--- config.mk ---
export PLATFORM = sky130hd
export DESIGN_NAME = smr_top
export DESIGN_NICKNAME = d
export VERILOG_FILES = /design/src/hdl/smr_pkg.sv /design/src/hdl/smr_line_if.sv /design/src/hdl/smr_line_sync.sv /design/src/hdl/smr_pulse_timer.sv /design/src/hdl/smr_top.sv
export SDC_FILE = /design/constraint.sdc
export NUM_CORES = 1
export LEC_CHECK = 0
export CAP_MARGIN = 20
export CORE_MARGIN = 2
export CORE_UTILIZATION = 57
export DETAILED_ROUTE_END_ITERATION = 12
export DONT_BUFFER_PORTS = 1
export GPL_TIMING_DRIVEN = 0
export PLACE_DENSITY = 0.78
export SETUP_SLACK_MARGIN = 0.4
export SYNTH_ARGS = -nofsm -noshare
export SYNTH_HDL_FRONTEND = slang
export SYNTH_SLANG_ARGS = --single-unit
--- constraint.sdc ---
create_clock -name sys_clk -period 2.55 [get_ports sys_clk]
set_input_delay 0.255 -clock sys_clk [delete_from_list [all_inputs] [get_ports sys_clk]]
set_output_delay 0.255 -clock sys_clk [all_outputs]
set_load 0.1 [all_outputs]
--- src/hdl/smr_pkg.sv ---
// Purpose: Shared constants and types for the management bus slave
// Assumes: 10 MHz system clock, one clock domain
// Notes: Register contents live outside; only the pointer is held here
package smr_pkg;
    // Fixed upper address bits; the low two come from the strap pin
    localparam logic [4:0] SMR_ADDR_FIXED = 5'h0B;
    // Strap decode of the three-state pin into the low address bits
    localparam logic [1:0] SMR_STRAP_GND = 2'h0;
    localparam logic [1:0] SMR_STRAP_OPEN = 2'h2;
    localparam logic [1:0] SMR_STRAP_VCC = 2'h1;
    // Byte framing
    localparam int SMR_DATA_W = 8;
    localparam int SMR_PTR_W = 8;
    localparam int SMR_CNT_W = 4;
    localparam logic [3:0] SMR_LAST_BIT = 4'h7;
    localparam logic [3:0] SMR_CNT_ZERO = 4'h0;
    localparam logic [3:0] SMR_CNT_ONE = 4'h1;
    // Write byte index: first byte loads the pointer, second the data
    localparam logic [1:0] SMR_WR_PTR_BYTE = 2'h0;
    localparam logic [1:0] SMR_WR_DATA_BYTE = 2'h1;
    localparam logic [1:0] SMR_WR_IDX_ONE = 2'h1;
    // Direction bit values
    localparam logic SMR_DIR_WRITE = 1'b0;
    localparam logic SMR_DIR_READ = 1'b1;
    // Input synchroniser depth and aux pin count (pull-up, pull-down, id4)
    localparam int SMR_SYNC_STAGES = 3;
    localparam int SMR_AUX_W = 3;
    localparam int SMR_AUX_PU = 0;
    localparam int SMR_AUX_PD = 1;
    localparam int SMR_AUX_ID4 = 2;
    // Reset pulse length
    localparam int SMR_CLK_HZ = 10_000_000;
    localparam int SMR_RST_PULSE_MS = 20;
    localparam int SMR_RST_PULSE_CYC =
        (SMR_RST_PULSE_MS * SMR_CLK_HZ + 999) / 1000;
    localparam int SMR_RST_CNT_W = 18;

    // Slave protocol states, one-hot
    typedef enum logic [7:0] {
        SMR_IDLE    = 8'h01,
        SMR_ADDR    = 8'h02,
        SMR_ADR_ACK = 8'h04,
        SMR_WR_BYTE = 8'h08,
        SMR_WR_ACK  = 8'h10,
        SMR_RD_BYTE = 8'h20,
        SMR_RD_ACK  = 8'h40,
        SMR_IGNORE  = 8'h80
    } smr_state_type;
endpackage

--- src/hdl/smr_line_if.sv ---
// Purpose: Cleaned bus lines and bus conditions between modules
// Assumes: All signals on sys_clk
// Notes: Producer is the line synchroniser
`timescale 1ns/1ps
interface smr_line_if;
    import smr_pkg::*;
    logic scl;
    logic sda;
    logic scl_rise;
    logic scl_fall;
    logic start;
    logic stop;
    logic [SMR_AUX_W-1:0] aux;
    modport src (output scl, sda, scl_rise, scl_fall, start, stop, aux);
    modport dst (input scl, sda, scl_rise, scl_fall, start, stop, aux);
endinterface

--- src/hdl/smr_line_sync.sv ---
// Purpose: Synchronise bus and strap pins, detect edges and conditions
// Assumes: Pins are asynchronous to sys_clk
// Notes: A level changes once stages two and three agree
`timescale 1ns/1ps
module smr_line_sync
    import smr_pkg::*;
(
    input wire logic sys_clk, // System clock
    input wire logic reset, // Async reset, active high
    input wire logic scl_pin, // Raw bus clock
    input wire logic sda_pin, // Raw bus data
    input wire logic [SMR_AUX_W-1:0] aux_pin, // Raw strap and id pins
    smr_line_if.src line // Cleaned lines and conditions
);
    localparam int W = 2 + SMR_AUX_W;
    logic [W-1:0] s1_q, s2_q, s3_q, clean_q, clean_d;
    logic rise_q, fall_q, start_q, stop_q;
    logic rise_d, fall_d, start_d, stop_d;

    // Accept a new level only when the last two stages agree
    always_comb
    begin
        for (int i = 0; i < W; i++)
        begin
            clean_d[i] = (s2_q[i] == s3_q[i]) ? s3_q[i] : clean_q[i];
        end
        rise_d = clean_d[0] & ~clean_q[0];
        fall_d = ~clean_d[0] & clean_q[0];
        // Data moving while the clock stays high marks start or stop
        start_d = clean_q[0] & clean_d[0] & clean_q[1]
            & ~clean_d[1];
        stop_d = clean_q[0] & clean_d[0] & ~clean_q[1]
            & clean_d[1];
    end

    // Idle bus reads high, so lines reset high to avoid a false condition
    always_ff @(posedge sys_clk or posedge reset)
    begin
        if (reset)
        begin
            s1_q <= '1;
            s2_q <= '1;
            s3_q <= '1;
            clean_q <= '1;
            rise_q <= 1'b0;
            fall_q <= 1'b0;
            start_q <= 1'b0;
            stop_q <= 1'b0;
        end
        else
        begin
            s1_q <= {aux_pin, sda_pin, scl_pin};
            s2_q <= s1_q;
            s3_q <= s2_q;
            clean_q <= clean_d;
            rise_q <= rise_d;
            fall_q <= fall_d;
            start_q <= start_d;
            stop_q <= stop_d;
        end
    end

    assign line.scl = clean_q[0];
    assign line.sda = clean_q[1];
    assign line.aux = clean_q[W-1:2];
    assign line.scl_rise = rise_q;
    assign line.scl_fall = fall_q;
    assign line.start = start_q;
    assign line.stop = stop_q;
endmodule

--- src/hdl/smr_pulse_timer.sv ---
// Purpose: Timed low-going reset pulse for the shared strap pin
// Assumes: Trigger is a one-cycle pulse
// Notes: A trigger during a running pulse restarts nothing
`timescale 1ns/1ps
module smr_pulse_timer
    import smr_pkg::*;
#(
    parameter int PULSE_CYC = SMR_RST_PULSE_CYC
)
(
    input wire logic sys_clk, // System clock
    input wire logic reset, // Async reset, active high
    input wire logic trigger, // Start a pulse
    output logic active // High while pulse runs
);
    logic [SMR_RST_CNT_W-1:0] cnt_q, cnt_d;
    logic active_q, active_d;

    // Count down the pulse length in system clocks
    always_comb
    begin
        cnt_d = cnt_q;
        active_d = active_q;
        if (!active_q && trigger)
        begin
            cnt_d = SMR_RST_CNT_W'(PULSE_CYC - 1);
            active_d = 1'b1;
        end
        else if (active_q)
        begin
            if (cnt_q == '0)
            begin
                active_d = 1'b0;
            end
            else
            begin
                cnt_d = cnt_q - 1'b1;
            end
        end
    end

    always_ff @(posedge sys_clk or posedge reset)
    begin
        if (reset)
        begin
            cnt_q <= '0;
            active_q <= 1'b0;
        end
        else
        begin
            cnt_q <= cnt_d;
            active_q <= active_d;
        end
    end

    assign active = active_q;
endmodule

--- src/hdl/smr_top.sv ---
// Purpose: Management bus slave front end with register pointer
// Assumes: Data registers live outside and answer reads combinationally
// Notes: Strap pin doubles as reset or interrupt output
`timescale 1ns/1ps
module smr_top
    import smr_pkg::*;
#(
    parameter int RST_PULSE_CYC = SMR_RST_PULSE_CYC
)
(
    input wire logic sys_clk, // System clock, 10 MHz
    input wire logic reset, // Async reset, active high
    input wire logic scl_in, // Bus clock from master
    input wire logic sda_in, // Bus data line level
    output logic sda_out, // Data drive value, always low
    output logic sda_oe, // High while pulling data low
    input wire logic addr_pin_pu_in, // Strap pin level under weak pull-up
    input wire logic addr_pin_pd_in, // Strap pin level under weak pull-down
    output logic addr_pin_out, // Strap pin drive value, always low
    output logic addr_pin_oe, // High while strap pin pulled low
    input wire logic rst_out_enable, // Strap pin acts as reset output
    input wire logic rst_pulse_start, // One-cycle pulse request
    input wire logic int_out_enable, // Strap pin acts as interrupt output
    input wire logic limit_event, // Out-of-limit level from monitor
    input wire logic id4_digital_mode, // Pin in digital id mode
    input wire logic id4_pin_in, // Raw id bit four pin
    output logic core_volt_id_bit4, // Id bit four as read back
    output logic [SMR_PTR_W-1:0] reg_ptr, // Register pointer
    output logic reg_wr_en, // One-cycle data register write
    output logic [SMR_DATA_W-1:0] reg_wr_data, // Data to write
    input wire logic [SMR_DATA_W-1:0] reg_rd_data, // Data of pointed reg
    output logic [1:0] bus_addr_low, // Sampled low address bits
    output logic strap_done // Strap has been sampled
);
    smr_line_if line ();

    smr_state_type state_q, state_d;
    logic [SMR_CNT_W-1:0] cnt_q, cnt_d;
    logic [SMR_DATA_W-1:0] shift_q, shift_d;
    logic [1:0] wr_idx_q, wr_idx_d;
    logic [SMR_PTR_W-1:0] ptr_q, ptr_d;
    logic wr_en_q, wr_en_d;
    logic [SMR_DATA_W-1:0] wr_data_q, wr_data_d;
    logic sda_oe_q, sda_oe_d;
    logic [1:0] strap_q, strap_d;
    logic strap_done_q, strap_done_d;
    logic pin_oe_q, pin_oe_d;
    logic id4_q, id4_d;
    logic pulse_active;
    logic addr_match;

    // Three-state strap decode from the two weak-pull readings
    function automatic logic [1:0] strap_decode(input logic pu,
        input logic pd);
        logic [1:0] r;
        r = SMR_STRAP_OPEN;
        if (pu && pd)
        begin
            r = SMR_STRAP_VCC;
        end
        else if (!pu && !pd)
        begin
            r = SMR_STRAP_GND;
        end
        return r;
    endfunction

    smr_line_sync u_sync (
        .sys_clk (sys_clk),
        .reset (reset),
        .scl_pin (scl_in),
        .sda_pin (sda_in),
        .aux_pin ({id4_pin_in, addr_pin_pd_in, addr_pin_pu_in}),
        .line (line.src)
    );

    smr_pulse_timer #(
        .PULSE_CYC (RST_PULSE_CYC)
    ) u_pulse (
        .sys_clk (sys_clk),
        .reset (reset),
        .trigger (rst_pulse_start & rst_out_enable),
        .active (pulse_active)
    );

    // Full seven-bit match on the received address byte
    assign addr_match =
        (shift_q[7:1] == {SMR_ADDR_FIXED, strap_q});

    // Strap capture: only the first start after reset takes the level
    always_comb
    begin
        strap_d = strap_q;
        strap_done_d = strap_done_q;
        if (line.start && !strap_done_q)
        begin
            strap_d = strap_decode(line.aux[SMR_AUX_PU],
                line.aux[SMR_AUX_PD]);
            strap_done_d = 1'b1;
        end
    end

    // Shared pin drive and id read-back; the pin pulls low only
    always_comb
    begin
        pin_oe_d = (rst_out_enable & pulse_active) |
            (int_out_enable & limit_event);
        id4_d = id4_digital_mode & line.aux[SMR_AUX_ID4];
    end

    // Protocol engine: samples on clock rise, drives on clock fall
    always_comb
    begin
        state_d = state_q;
        cnt_d = cnt_q;
        shift_d = shift_q;
        wr_idx_d = wr_idx_q;
        ptr_d = ptr_q;
        wr_en_d = 1'b0;
        wr_data_d = wr_data_q;
        sda_oe_d = sda_oe_q;
        if (line.stop)
        begin
            state_d = SMR_IDLE;
            sda_oe_d = 1'b0;
        end
        else if (line.start)
        begin
            // Repeated start also lands here, so direction is re-chosen
            state_d = SMR_ADDR;
            cnt_d = SMR_CNT_ZERO;
            sda_oe_d = 1'b0;
        end
        else
        begin
            case (state_q)
                SMR_ADDR:
                begin
                    if (line.scl_rise)
                    begin
                        shift_d = {shift_q[6:0], line.sda};
                        cnt_d = cnt_q + SMR_CNT_ONE;
                    end
                    else if (line.scl_fall && cnt_q > SMR_LAST_BIT)
                    begin
                        if (addr_match)
                        begin
                            state_d = SMR_ADR_ACK;
                            sda_oe_d = 1'b1;
                        end
                        else
                        begin
                            state_d = SMR_IGNORE;
                        end
                    end
                end
                SMR_ADR_ACK:
                begin
                    if (line.scl_fall)
                    begin
                        cnt_d = SMR_CNT_ZERO;
                        if (shift_q[0] == SMR_DIR_READ)
                        begin
                            // Load pointed register, present its MSB now
                            state_d = SMR_RD_BYTE;
                            shift_d = reg_rd_data;
                            sda_oe_d = ~reg_rd_data[7];
                        end
                        else
                        begin
                            state_d = SMR_WR_BYTE;
                            wr_idx_d = SMR_WR_PTR_BYTE;
                            sda_oe_d = 1'b0;
                        end
                    end
                end
                SMR_WR_BYTE:
                begin
                    if (line.scl_rise)
                    begin
                        shift_d = {shift_q[6:0], line.sda};
                        cnt_d = cnt_q + SMR_CNT_ONE;
                    end
                    else if (line.scl_fall && cnt_q > SMR_LAST_BIT)
                    begin
                        if (wr_idx_q == SMR_WR_PTR_BYTE)
                        begin
                            ptr_d = shift_q;
                            state_d = SMR_WR_ACK;
                            sda_oe_d = 1'b1;
                        end
                        else if (wr_idx_q == SMR_WR_DATA_BYTE)
                        begin
                            wr_en_d = 1'b1;
                            wr_data_d = shift_q;
                            state_d = SMR_WR_ACK;
                            sda_oe_d = 1'b1;
                        end
                        else
                        begin
                            // Bytes past the second are left unanswered
                            state_d = SMR_IGNORE;
                        end
                    end
                end
                SMR_WR_ACK:
                begin
                    if (line.scl_fall)
                    begin
                        // Master may now stop on the tenth clock
                        state_d = SMR_WR_BYTE;
                        sda_oe_d = 1'b0;
                        cnt_d = SMR_CNT_ZERO;
                        wr_idx_d = wr_idx_q + SMR_WR_IDX_ONE;
                    end
                end
                SMR_RD_BYTE:
                begin
                    if (line.scl_rise)
                    begin
                        cnt_d = cnt_q + SMR_CNT_ONE;
                    end
                    else if (line.scl_fall)
                    begin
                        if (cnt_q > SMR_LAST_BIT)
                        begin
                            // Release for the master's acknowledge slot
                            state_d = SMR_RD_ACK;
                            sda_oe_d = 1'b0;
                        end
                        else
                        begin
                            shift_d = {shift_q[6:0], 1'b0};
                            sda_oe_d = ~shift_q[6];
                        end
                    end
                end
                SMR_RD_ACK:
                begin
                    // One byte per read regardless of master's answer
                    if (line.scl_rise)
                    begin
                        state_d = SMR_IGNORE;
                    end
                end
                SMR_IGNORE:
                begin
                    sda_oe_d = 1'b0;
                end
                default:
                begin
                    state_d = SMR_IDLE;
                    sda_oe_d = 1'b0;
                end
            endcase
        end
    end

    // Pointer has no clear path besides reset, so it survives transfers
    always_ff @(posedge sys_clk or posedge reset)
    begin
        if (reset)
        begin
            state_q <= SMR_IDLE;
            cnt_q <= SMR_CNT_ZERO;
            shift_q <= '0;
            wr_idx_q <= SMR_WR_PTR_BYTE;
            ptr_q <= '0;
            wr_en_q <= 1'b0;
            wr_data_q <= '0;
            sda_oe_q <= 1'b0;
            strap_q <= SMR_STRAP_OPEN;
            strap_done_q <= 1'b0;
            pin_oe_q <= 1'b0;
            id4_q <= 1'b0;
        end
        else
        begin
            state_q <= state_d;
            cnt_q <= cnt_d;
            shift_q <= shift_d;
            wr_idx_q <= wr_idx_d;
            ptr_q <= ptr_d;
            wr_en_q <= wr_en_d;
            wr_data_q <= wr_data_d;
            sda_oe_q <= sda_oe_d;
            strap_q <= strap_d;
            strap_done_q <= strap_done_d;
            pin_oe_q <= pin_oe_d;
            id4_q <= id4_d;
        end
    end

    // Open-drain drive values stay low; only the enables move
    always_ff @(posedge sys_clk or posedge reset)
    begin
        if (reset)
        begin
            sda_out <= 1'b0;
            addr_pin_out <= 1'b0;
        end
        else
        begin
            sda_out <= 1'b0;
            addr_pin_out <= 1'b0;
        end
    end

    assign sda_oe = sda_oe_q;
    assign addr_pin_oe = pin_oe_q;
    assign core_volt_id_bit4 = id4_q;
    assign reg_ptr = ptr_q;
    assign reg_wr_en = wr_en_q;
    assign reg_wr_data = wr_data_q;
    assign bus_addr_low = strap_q;
    assign strap_done = strap_done_q;
endmodule

==> results of run 1 <==
## per-layer routing
metal	GRT usage	vias to the layer above
li1	-	1415
met4	0.08540	0
met3	0.05725	15
met2	0.3779	68
met1	0.2835	1453
met5	0	-
## power groups by stage
stage          logic [µW]  clock network, µW  registers (µW)
2_1_floorplan         110                  0            1660
3_3_place_gp          127                  0            1670
3_5_place_dp          140                  0            1670
4_1_cts               157                900            1650
5_1_grt               183                959            1650
6_report              162                873            1650
## worst register-to-register path, stage by stage (launching register included)
cell	delay, ps
dfrtp_1	380
buf_6	110
or4_4	540
or4_4	440
buf_8	150
o21ai_4	130
a21oi_2	50
a21boi_4	150
buf_6	130
mux2_4	280
## worst min-delay path by stage
stage | from | end | slack (ps) | cells after the start
floorplan | scl_in | u_sync.s1_q[0]$_DFF_PP1_ | 260 | 0
CTS | limit_event | addr_pin_oe$_DFF_PP0_ | 8 | 1
finish | limit_event | addr_pin_oe$_DFF_PP0_ | 30 | 1
global route | limit_event | addr_pin_oe$_DFF_PP0_ | 4 | 1
detailed placement | reset | u_pulse.cnt_q[14]$_DFFE_PP0P_ | 150 | 1
global placement | scl_in | u_sync.s1_q[0]$_DFF_PP1_ | 260 | 0
## timing repair
| action | in CTS | in global routing |
|---|---|---|
| pin swaps | 15 | 31 |
| hold endpoints to repair | 16 | 0 |
| hold buffers | 6 | 0 |
| gates resized for setup | 34 | 40 |
| buffers inserted | 16 | 19 |
| endpoints found under the setup margin | 47 | 55 |
## sequential cells by signal, indices dropped and copies added (netlist names), 2 cells and up
signal and cells:
u_sync.s2_q 5, cnt_q 4, reg_ptr 8, wr_idx_q 2, bus_addr_low 2, u_sync.s1_q 5
u_sync.clean_q 5, reg_wr_data 8, shift_q 8, u_pulse.cnt_q 18, u_sync.s3_q 5, state_q 8
## cells by family (layout without fill, tap and decap cells)
group	after synthesis	count (layout)	synth area share
compound gates	55	55	0.09288
xor+xnor	15	15	0.03197
fa+ha+maj	10	10	0.02801
buf+inv	31	90	0.03532
simple gates	137	137	0.1818
mux	30	30	0.08648
flops	88	88	0.5426
other cells	1	2	0.0009126
## through the flow
stage                     std cells  hold WS, ps  worst slack [ps]
after floorplan                 368        259.5             187.4
after detailed placement        466        147.7             14.82
final                           523        26.55             75.61
after CTS                       504        7.677             74.61
after global placement          464        259.5             25.88
after global routing            523        4.439             17.55
## placed cells by master (no fill, tap or decap), types with 7 or more instances in the layout
| cell | instances |
|---|---|
| nor2_1 | 22 |
| inv_1 | 12 |
| nand3_1 | 8 |
| o211ai_1 | 7 |
| or3_1 | 7 |
| nor3_2 | 7 |
| buf_4 | 28 |
| mux2_2 | 18 |
| clkbuf_1 | 7 |
| nand2_1 | 31 |
| xor2_1 | 8 |
| dfrtp_1 | 63 |
| dfstp_2 | 21 |
| buf_6 | 15 |
| mux2_4 | 8 |
| o21ai_0 | 14 |
| clkbuf_8 | 10 |
## area by class of cell
| class | count | area share |
|---|---|---|
| plain buffers | 16 | 0.02429 |
| clock buffers | 11 | 0.02745 |
| clock inverters | 5 | 0.007773 |
| inverters | 15 | 0.01166 |
| multi-input cells | 249 | 0.3942 |
| flip-flops and latches | 88 | 0.4343 |
| well taps | 96 | 0.02332 |
| repair buffers | 43 | 0.07700 |
==> flow_summary.yaml, run 1 <==
global_routing:
  gr-total-overflow: 0
  antenna_found_initial: 0
  grt_usage: 0.2256
  grt_max_degree: 46
  grt_pass1_vias: 2819
  grt_pass1_wl_um: 13490
yosys:
  synth_largest_area_cell: "dfrtp_1"
  synthArstFlopShare: 1.000
  synth_common_cells: "66 x dfrtp_1, 34 x nand2_1, 24 x nor2_1"
  synth_flop_cell: "dfrtp_1"
  seq_area_frac_synth: 0.5426
  synth_edf_count: 0
  synth_top_area_share: 0.4019
  ys_types: 55
  synth_area_per_cell_um2: 11.20
  yosys-top-cells-area: "dfrtp_1 40%, dfstp_2 14%, mux2_2 5.2%, nand2_1 3.1%, o21ai_0 2.3%"
  synth_warnings: 0
  synth_seq_cells: 88
  synth_area_mm2: 0.004109
  synthCells: 367
  yosysMostFrequentCell: "dfrtp_1"
setup_path:
  cp.buffers_inverters: 3
  reg2reg_setup_slack_ps: 80
  critPathCaptureType: "register"
  crit_path_start: "state_q[1]$_DFFE_PP0P_"
  cp.depth: 9
  crit_chain: "buf_6 -> or4_4 -> or4_4 -> buf_8 -> o21ai_4 -> a21oi_2 -> a21boi_4 -> buf_6 -> mux2_4"
  cp.arrival_ps: 2710
  crit_family: "simple AND/OR/NAND/NOR gates"
  required_ps: 2790
  crit_slowest_cell: "or4_4"
  path_class: "reg -> reg"
  cp_max_fo: 6
  r2r_start: "state_q[1]$_DFFE_PP0P_"
  regToRegEndpoint: "shift_q[6]$_DFFE_PP0P_"
  startpoint_type: "register"
  crit_end: "shift_q[6]$_DFFE_PP0P_"
  ff2ff_path_depth: 9
  critPathMaxStageDelay_ps: 540
sta:
  skew_ps: 15.32
  setup_violations: 0
  fin_crit_sh: 0.9704
  worstMarginPinSlew_ps: 933.3
  timing.final.crit_period_ps: 2474
  relSlewSlack: 0.3778
  setup_tns_ps: 0
  rsz0062_at_grt: "true"
  hold_violations: 0
  finalMaxSlewViolations: 0
  fmax_mhz: 404.1
clock_tree:
  cts_buffer_depth: 2
  clock-sinks: 88
  clkTransAtPathRegs_ps: 90
  numCtsBuffers: 9
  h-tree-depth: 3
  cts_root_buf: "clkbuf_8"
  clk_latency_ps: 360
  cts_tree: "yes"
run_status:
  status: "finished, final reports clean"
final_layout:
  multi_input_area_mm2: 0.002031
  fin_nets: 448
  final_area_mm2: 0.005151
  seq_area_mm2: 0.002237
  syn2layout_area_growth_pct: 25.37
  finalCoreUtilization: 0.7499
  n_antenna_cell: 0
  drive_gt1_frac: 0.4098
  nFillCells: 458
job:
  max_cap_viol_count: 0
pwr:
  p_int_uw: 1927
  pwr-share-comb: 0.060
  peakVddDrop_mv: 0.4654
  power.share.switching: 0.2815
  p_clk_frac: 0.326
  pwr-share-seq: 0.614
  leakage_uw: 0.002147
  power.total_uw: 2683
  switchingPower_uw: 755.1
  power_density_mw_per_mm2: 520.8
detailed_routing:
  drt_wl_total_um: 8806
  wl_met1_um: 3756
  antenna_violating_nets_post_route: 0
  drt_iter0_drc: 133
  wl_met2_um: 4499
  via_count: 2951
  wl_per_cell_um: 16.84
  wl_met3_um: 395
  dr.pass1.iters: 4
  drcViolationCount: 0
  vias_per_cell: 5.642
  top_layer: "met4"
worst_hold_path:
  hp-class: "in -> reg"
floorplan:
  core_mm2: 0.006869
  dieHeight_um: 88.91
  num_rows: 30
  start_util: 0.5982
  die-area_mm2: 0.007904
  io_pins: 45
  die_w_um: 88.91
placed_design:
  place_area_mm2: 0.004350
  gp_congestion: 0.8934
  dp_hpwl_um: 5570
  io_buffers: 0
Note: power is estimated with default switching activity, not from simulation.
==> run 2, diff against run 1 <==
--- a/config.mk
+++ b/config.mk
@@ -7,11 +7,11 @@
 export LEC_CHECK = 0
 export CAP_MARGIN = 20
 export CORE_MARGIN = 2
-export CORE_UTILIZATION = 57
+export CORE_UTILIZATION = 50
 export DETAILED_ROUTE_END_ITERATION = 12
 export DONT_BUFFER_PORTS = 1
 export GPL_TIMING_DRIVEN = 0
-export PLACE_DENSITY = 0.78
+export PLACE_DENSITY = 0.71
 export SETUP_SLACK_MARGIN = 0.4
 export SYNTH_ARGS = -nofsm -noshare
 export SYNTH_HDL_FRONTEND = slang
==> flow_summary.yaml, run 2 (synthesis gave the netlist of run 1 again) <==
run_status:
  status: "finished, final reports clean"
floorplan:
  die_w_um: 94.65
  die-area_mm2: 0.008959
  dieHeight_um: 94.65
  num_rows: 33
  io_pins: 45
  start_util: 0.5077
  core_mm2: 0.008093
global_routing:
  antenna_found_initial: 0
  grt_pass1_vias: 3019
  grt_pass1_wl_um: 14510
  grt_max_degree: 34
  gr-total-overflow: 0
  grt_usage: 0.2082
placed_design:
  dp_hpwl_um: 5604
  gp_congestion: 0.9090
  io_buffers: 0
  dpl.cell_count: 475
  dpl_worst_slack_ps: -8.283
detailed_routing:
  wl_per_cell_um: 17.41
  via_count: 3138
  drcViolationCount: 0
  top_layer: "met4"
  wl_met1_um: 3979
  wl_met2_um: 4798
  antenna_violating_nets_post_route: 0
  wl_met3_um: 501
  drt_iter0_drc: 163
  drt_wl_total_um: 9470
  vias_per_cell: 5.768
  dr.pass1.iters: 4
final_layout:
  syn2layout_area_growth_pct: 30.54
  mostFrequentLayoutCells: "63 x dfrtp_1, 37 x buf_4, 30 x nand2_1, 21 x nor2_1, 21 x dfstp_2"
  final_common_cell: "dfrtp_1"
  fin_nets: 460
  multi_input_area_mm2: 0.002095
  fin_cells: 544
  nFillCells: 562
  largest_register_ffs: 18
  regMostFlops: "u_pulse.cnt_q"
  n_antenna_cell: 0
  seq_area_mm2: 0.002237
  drive_gt1_frac: 0.4442
sta:
  fin_crit_sh: 0.9783
  fmax_mhz: 400.9
  finalMaxSlewViolations: 0
  rsz0062_at_grt: "true"
  relSlewSlack: 0.3859
  hold_violations: 0
  timing.final.crit_period_ps: 2495
  worstMarginPinSlew_ps: 921.1
  holdWs_ps: 22.48
  skew_ps: 8.698
  worst_slack_ps: 55.31
  setup_violations: 0
worst_hold_path:
  hp-class: "in -> reg"
  min_delay_path_depth: 1
  min_to: "addr_pin_oe$_DFF_PP0_"
  hp-start: "limit_event"
clock_tree:
  cts_root_buf: "clkbuf_8"
  clk_latency_ps: 360
  cts_tree: "yes"
  cts_buffer_depth: 2
  numCtsBuffers: 9
  clock-sinks: 88
  clkTransAtPathRegs_ps: 90
  h-tree-depth: 3
setup_path:
  critPathCaptureType: "register"
  reg2reg_setup_slack_ps: 60
  required_ps: 2800
  path_class: "reg -> reg"
  cp.buffers_inverters: 3
  r2r_start: "state_q[3]$_DFFE_PP0P_"
  cp_max_fo: 7
  regToRegEndpoint: "shift_q[7]$_DFFE_PP0P_"
  critPathMaxStageDelay_ps: 520
  ff2ff_path_depth: 9
  crit_family: "simple AND/OR/NAND/NOR gates"
  crit_chain: "buf_6 -> or4_4 -> or4_4 -> buf_6 -> o21ai_4 -> a21oi_2 -> a21boi_4 -> buf_12 -> mux2_4"
  startpoint_type: "register"
  cp.arrival_ps: 2740
  crit_slowest_cell: "or4_4"
job:
  max_cap_viol_count: 0
pwr:
  power.total_uw: 2832
  power_density_mw_per_mm2: 528.1
  leakage_uw: 0.002294
  peakVddDrop_mv: 0.4475
==> run 2: repair_timing <==
action | CTS | global route
endpoints found under the setup margin | 48 | 54
setup buffers | 28 | 18
hold buffers | 6 | 0
hold endpoints to repair | 23 | 0
cloned | 0 | 1
resized for setup | 38 | 47
pin swaps | 22 | 34
==> run 2: metrics by stage <==
| stage | utilization | TNS (ps) | area (µm²) |
|---|---|---|---|
| after floorplan | - | 0 | 4190 |
| after global routing | 0.6628 | 0 | 5364 |
| after detailed placement | 0.5390 | -43.45 | 4362 |
| after global placement | 0.5340 | 0 | 4322 |
| after CTS | 0.6194 | 0 | 5012 |
| final | 0.6628 | 0 | 5364 |
==> run 2: area by class of cell <==
type / instances / area share
clock inverter: 5 / 0.01213
buffer: 16 / 0.02193
clock buffer: 11 / 0.02636
timing repair buffer: 55 / 0.09634
inverter: 15 / 0.01120
tap: 105 / 0.02449
multi-input combinational: 249 / 0.3905
sequential: 88 / 0.4171
==> run 2: report_power, final <==
part	total (µW)	internal, µW	leakage, µW	switching (µW)
Combinational	166	72.2	0.00114	93.9
Sequential	1650	1470	0.00106	173
Clock	1020	491	0.0000981	530
Total	2830	2040	0.00229	797
==> run 2: how the worst max path moves through the flow <==
| stage | startpoint | cells past startpoint | endpoint |
|---|---|---|---|
| after floorplan | state_q[1]$_DFFE_PP0P_ | 7 | state_q[7]$_DFFE_PP0P_ |
| after global placement | state_q[3]$_DFFE_PP0P_ | 7 | shift_q[7]$_DFFE_PP0P_ |
| after detailed placement | state_q[3]$_DFFE_PP0P_ | 7 | shift_q[6]$_DFFE_PP0P_ |
| after CTS | state_q[3]$_DFFE_PP0P_ | 9 | shift_q[7]$_DFFE_PP0P_ |
| after global routing | state_q[3]$_DFFE_PP0P_ | 9 | shift_q[5]$_DFFE_PP0P_ |
| final | state_q[3]$_DFFE_PP0P_ | 9 | shift_q[7]$_DFFE_PP0P_ |
==> run 2: routing by layer <==
layer,vias up,GRT usage
li1,1437,-
met5,-,0
met1,1583,0.2714
met3,21,0.04150
met4,0,0.08333
met2,97,0.3416
